<file path="src/verilog/umdsp_map.vh">
`ifndef UMDSP_MAP_VH
`define UMDSP_MAP_VH
// ----------------------------------------
// modem control field positions
// ----------------------------------------
`define UMDSP_MCR_DTR_BIT 0
`define UMDSP_MCR_RTS_BIT 1
`define UMDSP_MCR_OUT1_BIT 2
`define UMDSP_MCR_OUT2_BIT 3
`define UMDSP_MCR_RESET 8'h00
// ----------------------------------------
// modem status field positions
// ----------------------------------------
`define UMDSP_MSR_DCTS_BIT 0
`define UMDSP_MSR_DDSR_BIT 1
`define UMDSP_MSR_TERI_BIT 2
`define UMDSP_MSR_DCD_BIT 3
`define UMDSP_MSR_CTS_BIT 4
`define UMDSP_MSR_DSR_BIT 5
`define UMDSP_MSR_RI_BIT 6
`define UMDSP_MSR_CD_BIT 7
`define UMDSP_MSR_RESET 8'h00
// ----------------------------------------
// irq enable field positions
// ----------------------------------------
`define UMDSP_IER_RXDATA_BIT 0
`define UMDSP_IER_TXEMPTY_BIT 1
`define UMDSP_IER_LINE_BIT 2
`define UMDSP_IER_MODEM_BIT 3
`define UMDSP_IER_RESET 8'h00
`endif

</file>
<file path="src/verilog/umdsp_sync.v">
`timescale 1ns/10ps
// two-stage synchroniser for a group of pin inputs
module umdsp_sync #(
  parameter WIDTH = 4,
  parameter [WIDTH-1:0] INIT = {WIDTH{1'b1}}
) (
  input wire clk_sys,
  input wire sys_rst,
  input wire [WIDTH-1:0] d,
  output reg [WIDTH-1:0] q
);
  reg [WIDTH-1:0] meta;

  always @(posedge clk_sys or posedge sys_rst) begin
    if (sys_rst) begin
      meta <= INIT;
      q <= INIT;
    end else begin
      meta <= d;
      q <= meta;
    end
  end
endmodule

</file>
<file path="src/verilog/umdsp_ready.v">
`timescale 1ns/10ps
// active-low dma ready indicators from buffer fill levels
module umdsp_ready #(
  parameter CNT_W = 8
) (
  input wire clk_sys,
  input wire sys_rst,
  input wire fifo_en,
  input wire [CNT_W-1:0] rx_count,
  input wire [CNT_W-1:0] rx_trigger,
  input wire [CNT_W-1:0] tx_count,
  input wire [CNT_W-1:0] tx_depth,
  output reg receive_ready_indicator_n,
  output reg transmit_ready_indicator_n
);
  reg [CNT_W-1:0] rx_need;
  reg [CNT_W-1:0] tx_cap;
  reg next_rx_n;
  reg next_tx_n;

  always @* begin
    // without the fifo a single holding register stands in for it
    rx_need = fifo_en ? ((rx_trigger == {CNT_W{1'b0}}) ? {{(CNT_W-1){1'b0}}, 1'b1}
                                                      : rx_trigger)
                      : {{(CNT_W-1){1'b0}}, 1'b1};
    tx_cap = fifo_en ? tx_depth : {{(CNT_W-1){1'b0}}, 1'b1};
    // low once data waits at or above the trigger level
    next_rx_n = !(rx_count >= rx_need);
    // low while any location is free
    next_tx_n = !(tx_count < tx_cap);
  end

  always @(posedge clk_sys or posedge sys_rst) begin
    if (sys_rst) begin
      receive_ready_indicator_n <= 1'b1;
      transmit_ready_indicator_n <= 1'b0;
    end else begin
      receive_ready_indicator_n <= next_rx_n;
      transmit_ready_indicator_n <= next_tx_n;
    end
  end
endmodule

</file>
<file path="src/verilog/umdsp_chan.v">
`timescale 1ns/10ps
`include "umdsp_map.vh"
// Notes on behaviour
// - each channel owns its pins, none shared
// - control bit 3 high: irq driven, output low
// - control bit 3 low: irq floats, output high
// - reset returns registers and outputs to defaults
// - reset holds serial out and in disabled
// - receive ready low when characters reach the trigger level (one without fifo)
// - transmit ready high when buffer full
// - clear-to-send shown in status bit 4
// - clear-to-send never gates transmit or receive
// - control bit 0 set drives terminal-ready low
// - terminal-ready high after bit 0 clear, reset
// - control bit 1 set drives request-to-send low
// - irq needs bit 3, enable and a condition
module umdsp_chan #(
  parameter CNT_W = 8
) (
  input wire clk_sys,
  input wire sys_rst,
  input wire mcr_we,
  input wire [7:0] mcr_wdata,
  input wire ier_we,
  input wire [7:0] ier_wdata,
  input wire msr_rd,
  input wire rx_data_avail,
  input wire tx_empty,
  input wire line_error,
  input wire fifo_en,
  input wire [CNT_W-1:0] rx_count,
  input wire [CNT_W-1:0] rx_trigger,
  input wire [CNT_W-1:0] tx_count,
  input wire [CNT_W-1:0] tx_depth,
  input wire tx_serial,
  input wire rx_pin,
  input wire cts_n,
  input wire dsr_n,
  input wire ri_n,
  input wire cd_n,
  output reg [7:0] modem_control_reg,
  output reg [7:0] irq_enable_reg,
  output reg [7:0] modem_status_reg,
  output reg dtr_n,
  output reg rts_n,
  output reg user_general_output_n,
  output reg irq_out,
  output reg irq_oe,
  output reg tx_pin,
  output wire rx_serial,
  output wire receive_ready_indicator_n,
  output wire transmit_ready_indicator_n
);
  // ----------------------------------------
  // pin synchronisers
  // ----------------------------------------
  wire [3:0] modem_s;
  wire rx_s;
  reg [3:0] modem_prev;
  reg next_irq;
  reg modem_evt;

  // a delta bit is set by a pin change and held until a status read;
  // the change wins when both fall in one cycle so no event is lost
  function sticky_bit;
    input evt;
    input held;
    input clr;
    begin
      sticky_bit = evt | (held & ~clr);
    end
  endfunction

  // one instance per channel keeps all modem pins private
  umdsp_sync #(.WIDTH(4), .INIT(4'hf)) u_modem_sync (
    .clk_sys(clk_sys),
    .sys_rst(sys_rst),
    .d({cd_n, ri_n, dsr_n, cts_n}),
    .q(modem_s)
  );

  umdsp_sync #(.WIDTH(1), .INIT(1'b1)) u_rx_sync (
    .clk_sys(clk_sys),
    .sys_rst(sys_rst),
    .d(rx_pin),
    .q(rx_s)
  );

  // receive path sees idle mark during reset
  assign rx_serial = sys_rst ? 1'b1 : rx_s;

  // ----------------------------------------
  // ready indicators
  // ----------------------------------------
  // ready pins are level status only; the dma controller paces on them
  umdsp_ready #(.CNT_W(CNT_W)) u_ready (
    .clk_sys(clk_sys),
    .sys_rst(sys_rst),
    .fifo_en(fifo_en),
    .rx_count(rx_count),
    .rx_trigger(rx_trigger),
    .tx_count(tx_count),
    .tx_depth(tx_depth),
    .receive_ready_indicator_n(receive_ready_indicator_n),
    .transmit_ready_indicator_n(transmit_ready_indicator_n)
  );

  // ----------------------------------------
  // control registers
  // ----------------------------------------
  always @(posedge clk_sys or posedge sys_rst) begin
    if (sys_rst) begin
      modem_control_reg <= `UMDSP_MCR_RESET;
      irq_enable_reg <= `UMDSP_IER_RESET;
    end else begin
      if (mcr_we) begin
        modem_control_reg <= mcr_wdata;
      end
      if (ier_we) begin
        irq_enable_reg <= ier_wdata;
      end
    end
  end

  // ----------------------------------------
  // modem outputs
  // ----------------------------------------
  always @(posedge clk_sys or posedge sys_rst) begin
    if (sys_rst) begin
      dtr_n <= 1'b1;
      rts_n <= 1'b1;
      user_general_output_n <= 1'b1;
      tx_pin <= 1'b1;
    end else begin
      dtr_n <= ~modem_control_reg[`UMDSP_MCR_DTR_BIT];
      rts_n <= ~modem_control_reg[`UMDSP_MCR_RTS_BIT];
      user_general_output_n <= ~modem_control_reg[`UMDSP_MCR_OUT2_BIT];
      // cts is not consulted here; transmit runs regardless
      tx_pin <= tx_serial;
    end
  end

  // ----------------------------------------
  // modem status
  // ----------------------------------------
  // delta bits are sticky; a change in the read cycle wins over the clear
  always @(posedge clk_sys or posedge sys_rst) begin
    if (sys_rst) begin
      modem_status_reg <= `UMDSP_MSR_RESET;
      modem_prev <= 4'hf;
    end else begin
      modem_prev <= modem_s;
      modem_status_reg[`UMDSP_MSR_CTS_BIT] <= ~modem_s[0];
      modem_status_reg[`UMDSP_MSR_DSR_BIT] <= ~modem_s[1];
      modem_status_reg[`UMDSP_MSR_RI_BIT] <= ~modem_s[2];
      modem_status_reg[`UMDSP_MSR_CD_BIT] <= ~modem_s[3];
      modem_status_reg[`UMDSP_MSR_DCTS_BIT] <= sticky_bit(modem_s[0] ^ modem_prev[0],
        modem_status_reg[`UMDSP_MSR_DCTS_BIT], msr_rd);
      modem_status_reg[`UMDSP_MSR_DDSR_BIT] <= sticky_bit(modem_s[1] ^ modem_prev[1],
        modem_status_reg[`UMDSP_MSR_DDSR_BIT], msr_rd);
      // ring end: pin rising back to one
      modem_status_reg[`UMDSP_MSR_TERI_BIT] <= sticky_bit(modem_s[2] & ~modem_prev[2],
        modem_status_reg[`UMDSP_MSR_TERI_BIT], msr_rd);
      modem_status_reg[`UMDSP_MSR_DCD_BIT] <= sticky_bit(modem_s[3] ^ modem_prev[3],
        modem_status_reg[`UMDSP_MSR_DCD_BIT], msr_rd);
    end
  end

  // ----------------------------------------
  // interrupt output
  // ----------------------------------------
  always @* begin
    modem_evt = modem_status_reg[`UMDSP_MSR_DCTS_BIT] | modem_status_reg[`UMDSP_MSR_DDSR_BIT] |
                modem_status_reg[`UMDSP_MSR_TERI_BIT] | modem_status_reg[`UMDSP_MSR_DCD_BIT];
    next_irq = (irq_enable_reg[`UMDSP_IER_RXDATA_BIT] & rx_data_avail) |
               (irq_enable_reg[`UMDSP_IER_TXEMPTY_BIT] & tx_empty) |
               (irq_enable_reg[`UMDSP_IER_LINE_BIT] & line_error) |
               (irq_enable_reg[`UMDSP_IER_MODEM_BIT] & modem_evt);
  end

  always @(posedge clk_sys or posedge sys_rst) begin
    if (sys_rst) begin
      irq_out <= 1'b0;
      irq_oe <= 1'b0;
    end else begin
      // bit 3 both enables the driver and gates the request
      irq_oe <= modem_control_reg[`UMDSP_MCR_OUT2_BIT];
      irq_out <= modem_control_reg[`UMDSP_MCR_OUT2_BIT] & next_irq;
    end
  end
endmodule

</file>
<file path="config.mk">
export PLATFORM = sky130hd
export DESIGN_NAME = umdsp_chan
export DESIGN_NICKNAME = d
export VERILOG_FILES = /design/src/verilog/umdsp_sync.v /design/src/verilog/umdsp_ready.v /design/src/verilog/umdsp_chan.v
export VERILOG_INCLUDE_DIRS = /design/src /design/src/verilog
export SDC_FILE = /design/constraint.sdc
export NUM_CORES = 1
export LEC_CHECK = 0
export ABC_AREA = 1
export BUFFER_PORTS_ARGS = -buffer_cell sky130_fd_sc_hd__buf_2
export CAP_MARGIN = 10
export CORE_MARGIN = 3
export CORE_UTILIZATION = 41
export DETAILED_ROUTE_END_ITERATION = 10
export GPL_ROUTABILITY_DRIVEN = 0
export HOLD_SLACK_MARGIN = 0.02
export PLACE_DENSITY_LB_ADDON = 0.08
export SKIP_CTS_REPAIR_TIMING = 1
export SLEW_MARGIN = 20
export SYNTH_ARGS = -nofsm -noshare
export SYNTH_HDL_FRONTEND = slang
export SYNTH_SLANG_ARGS = --single-unit
</file>
<file path="constraint.sdc">
create_clock -name clk_sys -period 0.96 [get_ports clk_sys]
set_input_delay 0 -clock clk_sys [delete_from_list [all_inputs] [get_ports clk_sys]]
set_output_delay 0 -clock clk_sys [all_outputs]
set_load 0.05 [all_outputs]
</file>
==> metrics.txt, run 1 <==
# TYPE chip_impl_metric gauge
chip_impl_metric{name="flow.area_growth_from_synthesis",unit="%"} 54.3
chip_impl_metric{name="antenna_cells_inserted",unit=""} 0
chip_impl_metric{name="synthesis.nets",unit=""} 247
chip_impl_metric{name="critical_path_required",unit="ns"} 0.96
chip_impl_metric{name="drv.max_cap_violation_count",unit=""} 0
chip_impl_metric{name="setup_ws",unit="ns"} -0.0889
chip_impl_metric{name="wl",unit="µm"} 3900
chip_impl_metric{name="dieWidth",unit="µm"} 74.8
chip_impl_metric{name="drtIter0Drc",unit=""} 45
chip_impl_metric{name="placed_cell_area",unit="µm²"} 2540
chip_impl_metric{name="setup_total_negative_slack",unit="ns"} -0.178
chip_impl_info{name="clk_root_buffer_cell",value="sky130_fd_sc_hd__clkbuf_8"} 1
chip_impl_info{name="highest-signal-layer",value="met4"} 1
chip_impl_info{name="rsz_0062_raised_after_global_routing",value="true"} 1
chip_impl_metric{name="clk_pin_slew",unit="ns"} 0.08
chip_impl_metric{name="cell_variety_after_synth",unit=""} 21
chip_impl_metric{name="worst_hold_slack",unit="ns"} 0.0465
chip_impl_metric{name="timing_worst_slew_pin_value",unit="ns"} 0.357
chip_impl_metric{name="globalRoute.totalOverflow",unit=""} 0
chip_impl_metric{name="synth_seq_area_share",unit=""} 0.606
chip_impl_metric{name="cts_made_buffers",unit=""} 5
chip_impl_metric{name="place.detailed.instances",unit=""} 317
chip_impl_metric{name="wl_per_cell",unit="µm"} 11.2
chip_impl_metric{name="power",unit="mW"} 4.65
chip_impl_info{name="tritoncts",value="done"} 1
chip_impl_metric{name="max_slew_headroom",unit=""} 0.761
chip_impl_metric{name="cts_htree_levels",unit=""} 2
chip_impl_metric{name="core.rowCount",unit=""} 24
chip_impl_metric{name="layout.area.seq",unit="µm²"} 1190
chip_impl_info{name="status",value="finished, violations left"} 1
chip_impl_metric{name="clkLatencyLatePin",unit="ns"} 0.29
chip_impl_metric{name="antenna_viol_nets_final",unit=""} 0
chip_impl_metric{name="timing.final.crit_share",unit=""} 1.09
chip_impl_metric{name="vdd.ir_drop.worst",unit="µV"} 600
chip_impl_metric{name="pin_count",unit=""} 96
chip_impl_metric{name="vias",unit=""} 1557
chip_impl_metric{name="detailedRoute.firstPassIterationCount",unit=""} 4
chip_impl_metric{name="port_buffers",unit=""} 95
chip_impl_metric{name="tritoncts_num_sinks",unit=""} 46
chip_impl_metric{name="layout.cell_area.non_filler",unit="µm²"} 2990
chip_impl_metric{name="routed_wl_met3",unit="µm"} 425
chip_impl_info{name="failing_checks",value="negative setup slack"} 1
chip_impl_metric{name="finalNetCount",unit=""} 375
chip_impl_metric{name="non_filler_cells_in_the_finished_layout",unit=""} 350
chip_impl_metric{name="achievable-frequency",unit="MHz"} 953
chip_impl_metric{name="die_area",unit="µm²"} 5590
chip_impl_metric{name="synth-warning-count",unit=""} 0
chip_impl_metric{name="grt_pass1_wl",unit="µm"} 5960
chip_impl_metric{name="cellPowerDensity",unit="nW/µm²"} 1560
chip_impl_info{name="startpoint_type",value="flip-flop"} 1
chip_impl_info{name="worst-setup-path-type",value="flip-flop to output port"} 1
chip_impl_metric{name="syn_avg_cell_area",unit="µm²"} 11.5
chip_impl_info{name="end_kind",value="output port"} 1
chip_impl_metric{name="grt_pass1_vias",unit=""} 1471
chip_impl_metric{name="critical_path_peak_fanout",unit=""} 1
chip_impl_metric{name="finalCriticalPeriod",unit="ns"} 1.05
chip_impl_metric{name="cellLeakagePower",unit="nW"} 1.49
chip_impl_metric{name="grt_max_degree",unit=""} 21
chip_impl_info{name="hold_path_startpoint",value="mcr_we"} 1
chip_impl_metric{name="timing.critical_path.arrival",unit="ns"} 1.05
chip_impl_info{name="worstSetupStartpoint",value="u_rx_sync.q"} 1
chip_impl_metric{name="final_setup_violation_count",unit=""} 6
chip_impl_metric{name="instance_count_of_the_mapped_netlist",unit=""} 169
chip_impl_metric{name="floorplan.die.height",unit="µm"} 74.8
chip_impl_metric{name="report.final.hold_viol_count",unit=""} 0
chip_impl_metric{name="drt_drc_violations_left",unit=""} 0
chip_impl_metric{name="hpwlAfterDp",unit="µm"} 2940
chip_impl_info{name="min-delay-path-class",value="primary input to flip-flop"} 1
chip_impl_metric{name="final_core_utilization",unit=""} 0.673
chip_impl_metric{name="mappedNetlistArea",unit="µm²"} 1940
chip_impl_metric{name="preCtsSetupSlack",unit="ns"} -0.251
chip_impl_metric{name="grt_overall_usage",unit=""} 0.138
chip_impl_metric{name="n_fill_cell",unit=""} 339
chip_impl_metric{name="detailroute.wirelength.met2",unit="µm"} 1880
chip_impl_metric{name="fin_skew",unit="ns"} 0.00557
chip_impl_metric{name="post_route_cells_drive_above_1_share",unit=""} 0.547
chip_impl_metric{name="report.final.slew_viol_count",unit=""} 0
chip_impl_metric{name="mean_number_of_vias_per_cell",unit=""} 4.45
chip_impl_metric{name="antenna_found_initial",unit=""} 0
chip_impl_metric{name="clk_path_buf_depth",unit=""} 2
chip_impl_info{name="crit-reg2reg-launch",value="u_modem_sync.q[1]"} 1
chip_impl_metric{name="initial_core_util",unit=""} 0.436
chip_impl_metric{name="multi_input_area",unit="µm²"} 681
chip_impl_metric{name="synth.ff_latch_count",unit=""} 46
chip_impl_metric{name="met1Wirelength",unit="µm"} 1520
chip_impl_metric{name="placeableCoreArea",unit="µm²"} 4440
-- where the power goes --
| part | internal [mW] | switching (mW) |
|---|---|---|
| clock network | 0.578 | 0.617 |
| registers | 2.14 | 0.0715 |
| logic | 0.482 | 0.765 |
| total | 3.20 | 1.45 |
-- final timing paths --
| kind | to | slack (ns) | cells after the start |
|---|---|---|---|
| max | rx_serial | -0.09 | 2 |
| min | modem_control_reg[1] | 0.05 | 3 |
| max reg2reg | modem_status_reg[1] | 0.01 | 3 |
| min reg2reg | u_modem_sync.q[0] | 0.35 | 0 |
| max in group asynchronous | user_general_output_n | 0.21 | 4 |
| min in group asynchronous | modem_status_reg[5] | 0.28 | 3 |
-- final cells by class --
| cell class | instances | share of cell area |
|---|---|---|
| flip-flops and latches | 46 | 0.399 |
| clock inverters | 2 | 0.00418 |
| multi-input cells | 99 | 0.228 |
| clock buffers | 6 | 0.0276 |
| well taps | 52 | 0.0218 |
| repair buffers | 125 | 0.294 |
| inverters | 20 | 0.0264 |
-- cells by family (layout without fill, tap and decap cells) --
logic type                 count (synthesis)  in the layout  share of synthesized area
AOI/OAI and AO/OA                         20             20                     0.0575
adders and majority gates                 15             15                     0.0968
buffers and inverters                     24            153                     0.0555
DFF                                       46             46                      0.606
muxes                                     13             13                     0.0755
and+or+nand+nor                           51             51                      0.108
-- routing by layer --
| metal | GRT usage | vias up |
|---|---|---|
| met2 | 0.228 | 74 |
| met3 | 0.0614 | 6 |
| met4 | 0.0593 | 0 |
| li1 | - | 802 |
| met5 | 0 | - |
| met1 | 0.155 | 675 |
-- synth_stat cells --
master,instances,area [µm²]
sky130_fd_sc_hd__nand3_1,1,5.00
sky130_fd_sc_hd__nor3_1,1,5.00
sky130_fd_sc_hd__nor2_1,2,7.51
sky130_fd_sc_hd__mux2_2,10,113
sky130_fd_sc_hd__nand2_1,41,154
sky130_fd_sc_hd__inv_1,20,75.1
sky130_fd_sc_hd__a21oi_1,9,45.0
sky130_fd_sc_hd__nor4_1,1,6.26
sky130_fd_sc_hd__buf_6,2,22.5
sky130_fd_sc_hd__o21ai_1,1,5.00
sky130_fd_sc_hd__ha_1,15,188
sky130_fd_sc_hd__nand3b_1,1,7.51
sky130_fd_sc_hd__o211ai_1,3,22.5
sky130_fd_sc_hd__buf_2,2,10.0
sky130_fd_sc_hd__o22ai_1,1,6.26
sky130_fd_sc_hd__mux2_1,3,33.8
sky130_fd_sc_hd__dfstp_2,19,499
sky130_fd_sc_hd__o21ai_0,5,25.0
sky130_fd_sc_hd__or2_2,4,25.0
sky130_fd_sc_hd__o21a_1,1,7.51
sky130_fd_sc_hd__dfrtp_1,27,676
-- cell usage in the layout, fill, tap and decap left out, types with 4 or more instances in the layout --
cell type / synthesis / routed
sky130_fd_sc_hd__mux2_2: 10 / 10
sky130_fd_sc_hd__dfrtp_2: 0 / 14
sky130_fd_sc_hd__dfstp_2: 19 / 19
sky130_fd_sc_hd__inv_1: 20 / 16
sky130_fd_sc_hd__nand2_1: 41 / 39
sky130_fd_sc_hd__buf_8: 0 / 6
sky130_fd_sc_hd__dlygate4sd3_1: 0 / 25
sky130_fd_sc_hd__buf_4: 0 / 7
sky130_fd_sc_hd__clkbuf_8: 0 / 6
sky130_fd_sc_hd__o21ai_0: 5 / 4
sky130_fd_sc_hd__a21oi_1: 9 / 8
sky130_fd_sc_hd__ha_1: 15 / 15
sky130_fd_sc_hd__dfrtp_1: 27 / 13
sky130_fd_sc_hd__buf_2: 2 / 80
sky130_fd_sc_hd__or2_4: 0 / 4
-- worst max-delay path: stages, from the launching register on --
cell and delay, ns:
sky130_fd_sc_hd__dfstp_2 0.52, sky130_fd_sc_hd__or2_4 0.11, sky130_fd_sc_hd__buf_8 0.13
(Power assumes the default switching activity.)
==> run 2, diff against run 1 <==
- CORE_ASPECT_RATIO: not set -> 0.5
==> metrics.txt, run 2 (synthesis gave the netlist of run 1 again) <==
# TYPE chip_impl_metric gauge
chip_impl_info{name="status",value="finished, violations left"} 1
chip_impl_info{name="failing_checks",value="negative setup slack"} 1
chip_impl_metric{name="tritoncts_num_sinks",unit=""} 46
chip_impl_metric{name="clk_pin_slew",unit="ns"} 0.08
chip_impl_metric{name="fin_skew",unit="ns"} 0.00660
chip_impl_metric{name="drv.max_cap_violation_count",unit=""} 0
chip_impl_metric{name="grt_max_degree",unit=""} 47
chip_impl_metric{name="wl",unit="µm"} 4120
chip_impl_metric{name="antenna_viol_nets_final",unit=""} 0
chip_impl_metric{name="timing.final.crit_share",unit=""} 1.11
chip_impl_metric{name="globalRoute.totalOverflow",unit=""} 0
chip_impl_metric{name="grt_pass1_vias",unit=""} 1386
chip_impl_metric{name="die_area",unit="µm²"} 5640
chip_impl_metric{name="floorplan.die.height",unit="µm"} 54.6
chip_impl_metric{name="antenna_found_initial",unit=""} 0
chip_impl_metric{name="max_slew_headroom",unit=""} 0.824
chip_impl_metric{name="grt_pass1_wl",unit="µm"} 5720
chip_impl_info{name="global_route.peak_usage_layer",value="met2"} 1
chip_impl_metric{name="detailedRoute.firstPassIterationCount",unit=""} 3
chip_impl_metric{name="final_setup_violation_count",unit=""} 6
chip_impl_metric{name="cellLeakagePower",unit="nW"} 1.48
chip_impl_metric{name="timing.critical_path.arrival",unit="ns"} 1.07
chip_impl_info{name="rsz_0062_raised_after_global_routing",value="true"} 1
chip_impl_metric{name="hpwlAfterDp",unit="µm"} 3010
chip_impl_metric{name="clk_path_buf_depth",unit=""} 2
chip_impl_metric{name="mean_number_of_vias_per_cell",unit=""} 4.46
chip_impl_metric{name="placeableCoreArea",unit="µm²"} 4200
chip_impl_metric{name="timing.critical_path.slowest_cell_delay",unit="ns"} 0.53
chip_impl_metric{name="n_fill_cell",unit=""} 307
chip_impl_metric{name="timing_worst_slew_pin_value",unit="ns"} 0.265
chip_impl_metric{name="cts_htree_levels",unit=""} 2
chip_impl_metric{name="core.rowCount",unit=""} 16
chip_impl_info{name="tritoncts",value="done"} 1
chip_impl_info{name="most_common_cell_after_layout_fill_and_taps_aside",value="sky130_fd_sc_hd__buf_2"} 1
chip_impl_metric{name="final_core_utilization",unit=""} 0.708
chip_impl_metric{name="pin_count",unit=""} 96
chip_impl_info{name="critPathTopFamily",value="flip-flops"} 1
chip_impl_metric{name="report.final.hold_viol_count",unit=""} 0
chip_impl_metric{name="gr-usage-met3",unit=""} 0.0394
chip_impl_metric{name="finalCriticalPeriod",unit="ns"} 1.07
chip_impl_metric{name="cts_made_buffers",unit=""} 5
chip_impl_metric{name="wl_per_cell",unit="µm"} 11.7
chip_impl_metric{name="clkLatencyLatePin",unit="ns"} 0.29
chip_impl_info{name="min-delay-path-class",value="primary input to flip-flop"} 1
chip_impl_info{name="end_kind",value="output port"} 1
chip_impl_metric{name="finalNetCount",unit=""} 374
chip_impl_metric{name="initial_core_util",unit=""} 0.461
chip_impl_metric{name="dieWidth",unit="µm"} 103
chip_impl_metric{name="drtIter0Drc",unit=""} 28
chip_impl_metric{name="report.final.slew_viol_count",unit=""} 0
chip_impl_info{name="clk_root_buffer_cell",value="sky130_fd_sc_hd__clkbuf_8"} 1
chip_impl_metric{name="critical_path_buf_inv_count",unit=""} 1
chip_impl_metric{name="setup_ws",unit="ns"} -0.108
chip_impl_metric{name="fraction_of_met1_tracks_used_by_global_routing",unit=""} 0.159
chip_impl_metric{name="port_buffers",unit=""} 95
chip_impl_info{name="worst-setup-path-type",value="flip-flop to output port"} 1
chip_impl_metric{name="preCtsSetupSlack",unit="ns"} -0.256
chip_impl_metric{name="critical_path_peak_fanout",unit=""} 1
chip_impl_metric{name="cellPowerDensity",unit="nW/µm²"} 1540
chip_impl_metric{name="drt_drc_violations_left",unit=""} 0
chip_impl_info{name="cpMaxStageDelayCell",value="sky130_fd_sc_hd__dfstp_2"} 1
chip_impl_metric{name="vias",unit=""} 1565
chip_impl_metric{name="vdd.ir_drop.worst",unit="µV"} 710
chip_impl_info{name="mostFrequentLayoutCells",value="sky130_fd_sc_hd__buf_2 (81), sky130_fd_sc_hd__nand2_1 (39), sky130_fd_sc_hd__dlygate4sd3_1 (24), sky130_fd_sc_hd__dfstp_2 (19), sky130_fd_sc_hd__inv_1 (16)"} 1
chip_impl_metric{name="grt_overall_usage",unit=""} 0.134
chip_impl_metric{name="flow.area_growth_from_synthesis",unit="%"} 53.5
chip_impl_metric{name="post_route_cells_drive_above_1_share",unit=""} 0.545
chip_impl_metric{name="met2_usage_grt",unit=""} 0.238
chip_impl_metric{name="power",unit="mW"} 4.59
chip_impl_metric{name="critical_path_required",unit="ns"} 0.96
chip_impl_info{name="worstPathCellList",value="or2_4 -> buf_8"} 1
chip_impl_info{name="startpoint_type",value="flip-flop"} 1
chip_impl_metric{name="antenna_cells_inserted",unit=""} 0
chip_impl_metric{name="achievable-frequency",unit="MHz"} 936
==> run 2: area by class of cell <==
cell class | instances | area (µm²) | share of cell area
clock buffers | 5 | 68.8 | 0.0231
clock inverters | 3 | 21.3 | 0.00715
repair buffers | 124 | 861 | 0.289
well taps | 54 | 67.6 | 0.0227
multi-input cells | 99 | 686 | 0.230
inverters | 20 | 78.8 | 0.0265
flip-flops and latches | 46 | 1190 | 0.401
==> run 2: worst min-delay path, stage by stage <==
cell and delay, ns:
sky130_fd_sc_hd__buf_2 0.08, sky130_fd_sc_hd__a21oi_1 0.06, sky130_fd_sc_hd__a21oi_1 0.13
==> run 2: path summary, 6_finish.rpt <==
| kind | startpoint | end | slack, ns | cells past startpoint |
|---|---|---|---|---|
| worst max register to register | u_modem_sync.q[3] | modem_status_reg[3] | 0 | 3 |
| min in group asynchronous | sys_rst | modem_status_reg[6] | 0.34 | 4 |
| worst min-delay path | tx_empty | irq_out | 0.02 | 3 |
| worst max-delay path | u_rx_sync.q | rx_serial | -0.11 | 2 |
| worst min register to register | u_modem_sync.meta[1] | u_modem_sync.q[1] | 0.35 | 0 |
| max in group asynchronous | sys_rst | u_modem_sync.meta[2] | 0.36 | 4 |
==> run 2: metrics by stage <==
step,hold slack [ns],cell area (µm²),TNS [ns],instances
6_report,0.0155,2980,-0.187,351
5_1_grt,0.0346,2980,-0.497,351
4_1_cts,-0.246,2610,-0.936,326
3_5_place_dp,0.0799,2520,-0.435,318
3_3_place_gp,0.0740,2520,-0.342,318
2_1_floorplan,0.00448,1970,-0.167,169
==> run 2: layer usage <==
| metal | part of all wire | up-vias |
|---|---|---|
| li1 | - | 800 |
| met4 | 0.0046 | 0 |
| met5 | 0 | - |
| met2 | 0.50 | 62 |
| met3 | 0.082 | 2 |
| met1 | 0.41 | 701 |
==> run 2: power breakdown <==
group / total [mW] / internal, mW / switching [mW] / leakage (nW)
clock: 1.13 / 0.511 / 0.622 / 0.0441
sequential: 2.22 / 2.14 / 0.0771 / 0.502
combinational: 1.24 / 0.475 / 0.769 / 0.939
total: 4.59 / 3.12 / 1.47 / 1.48
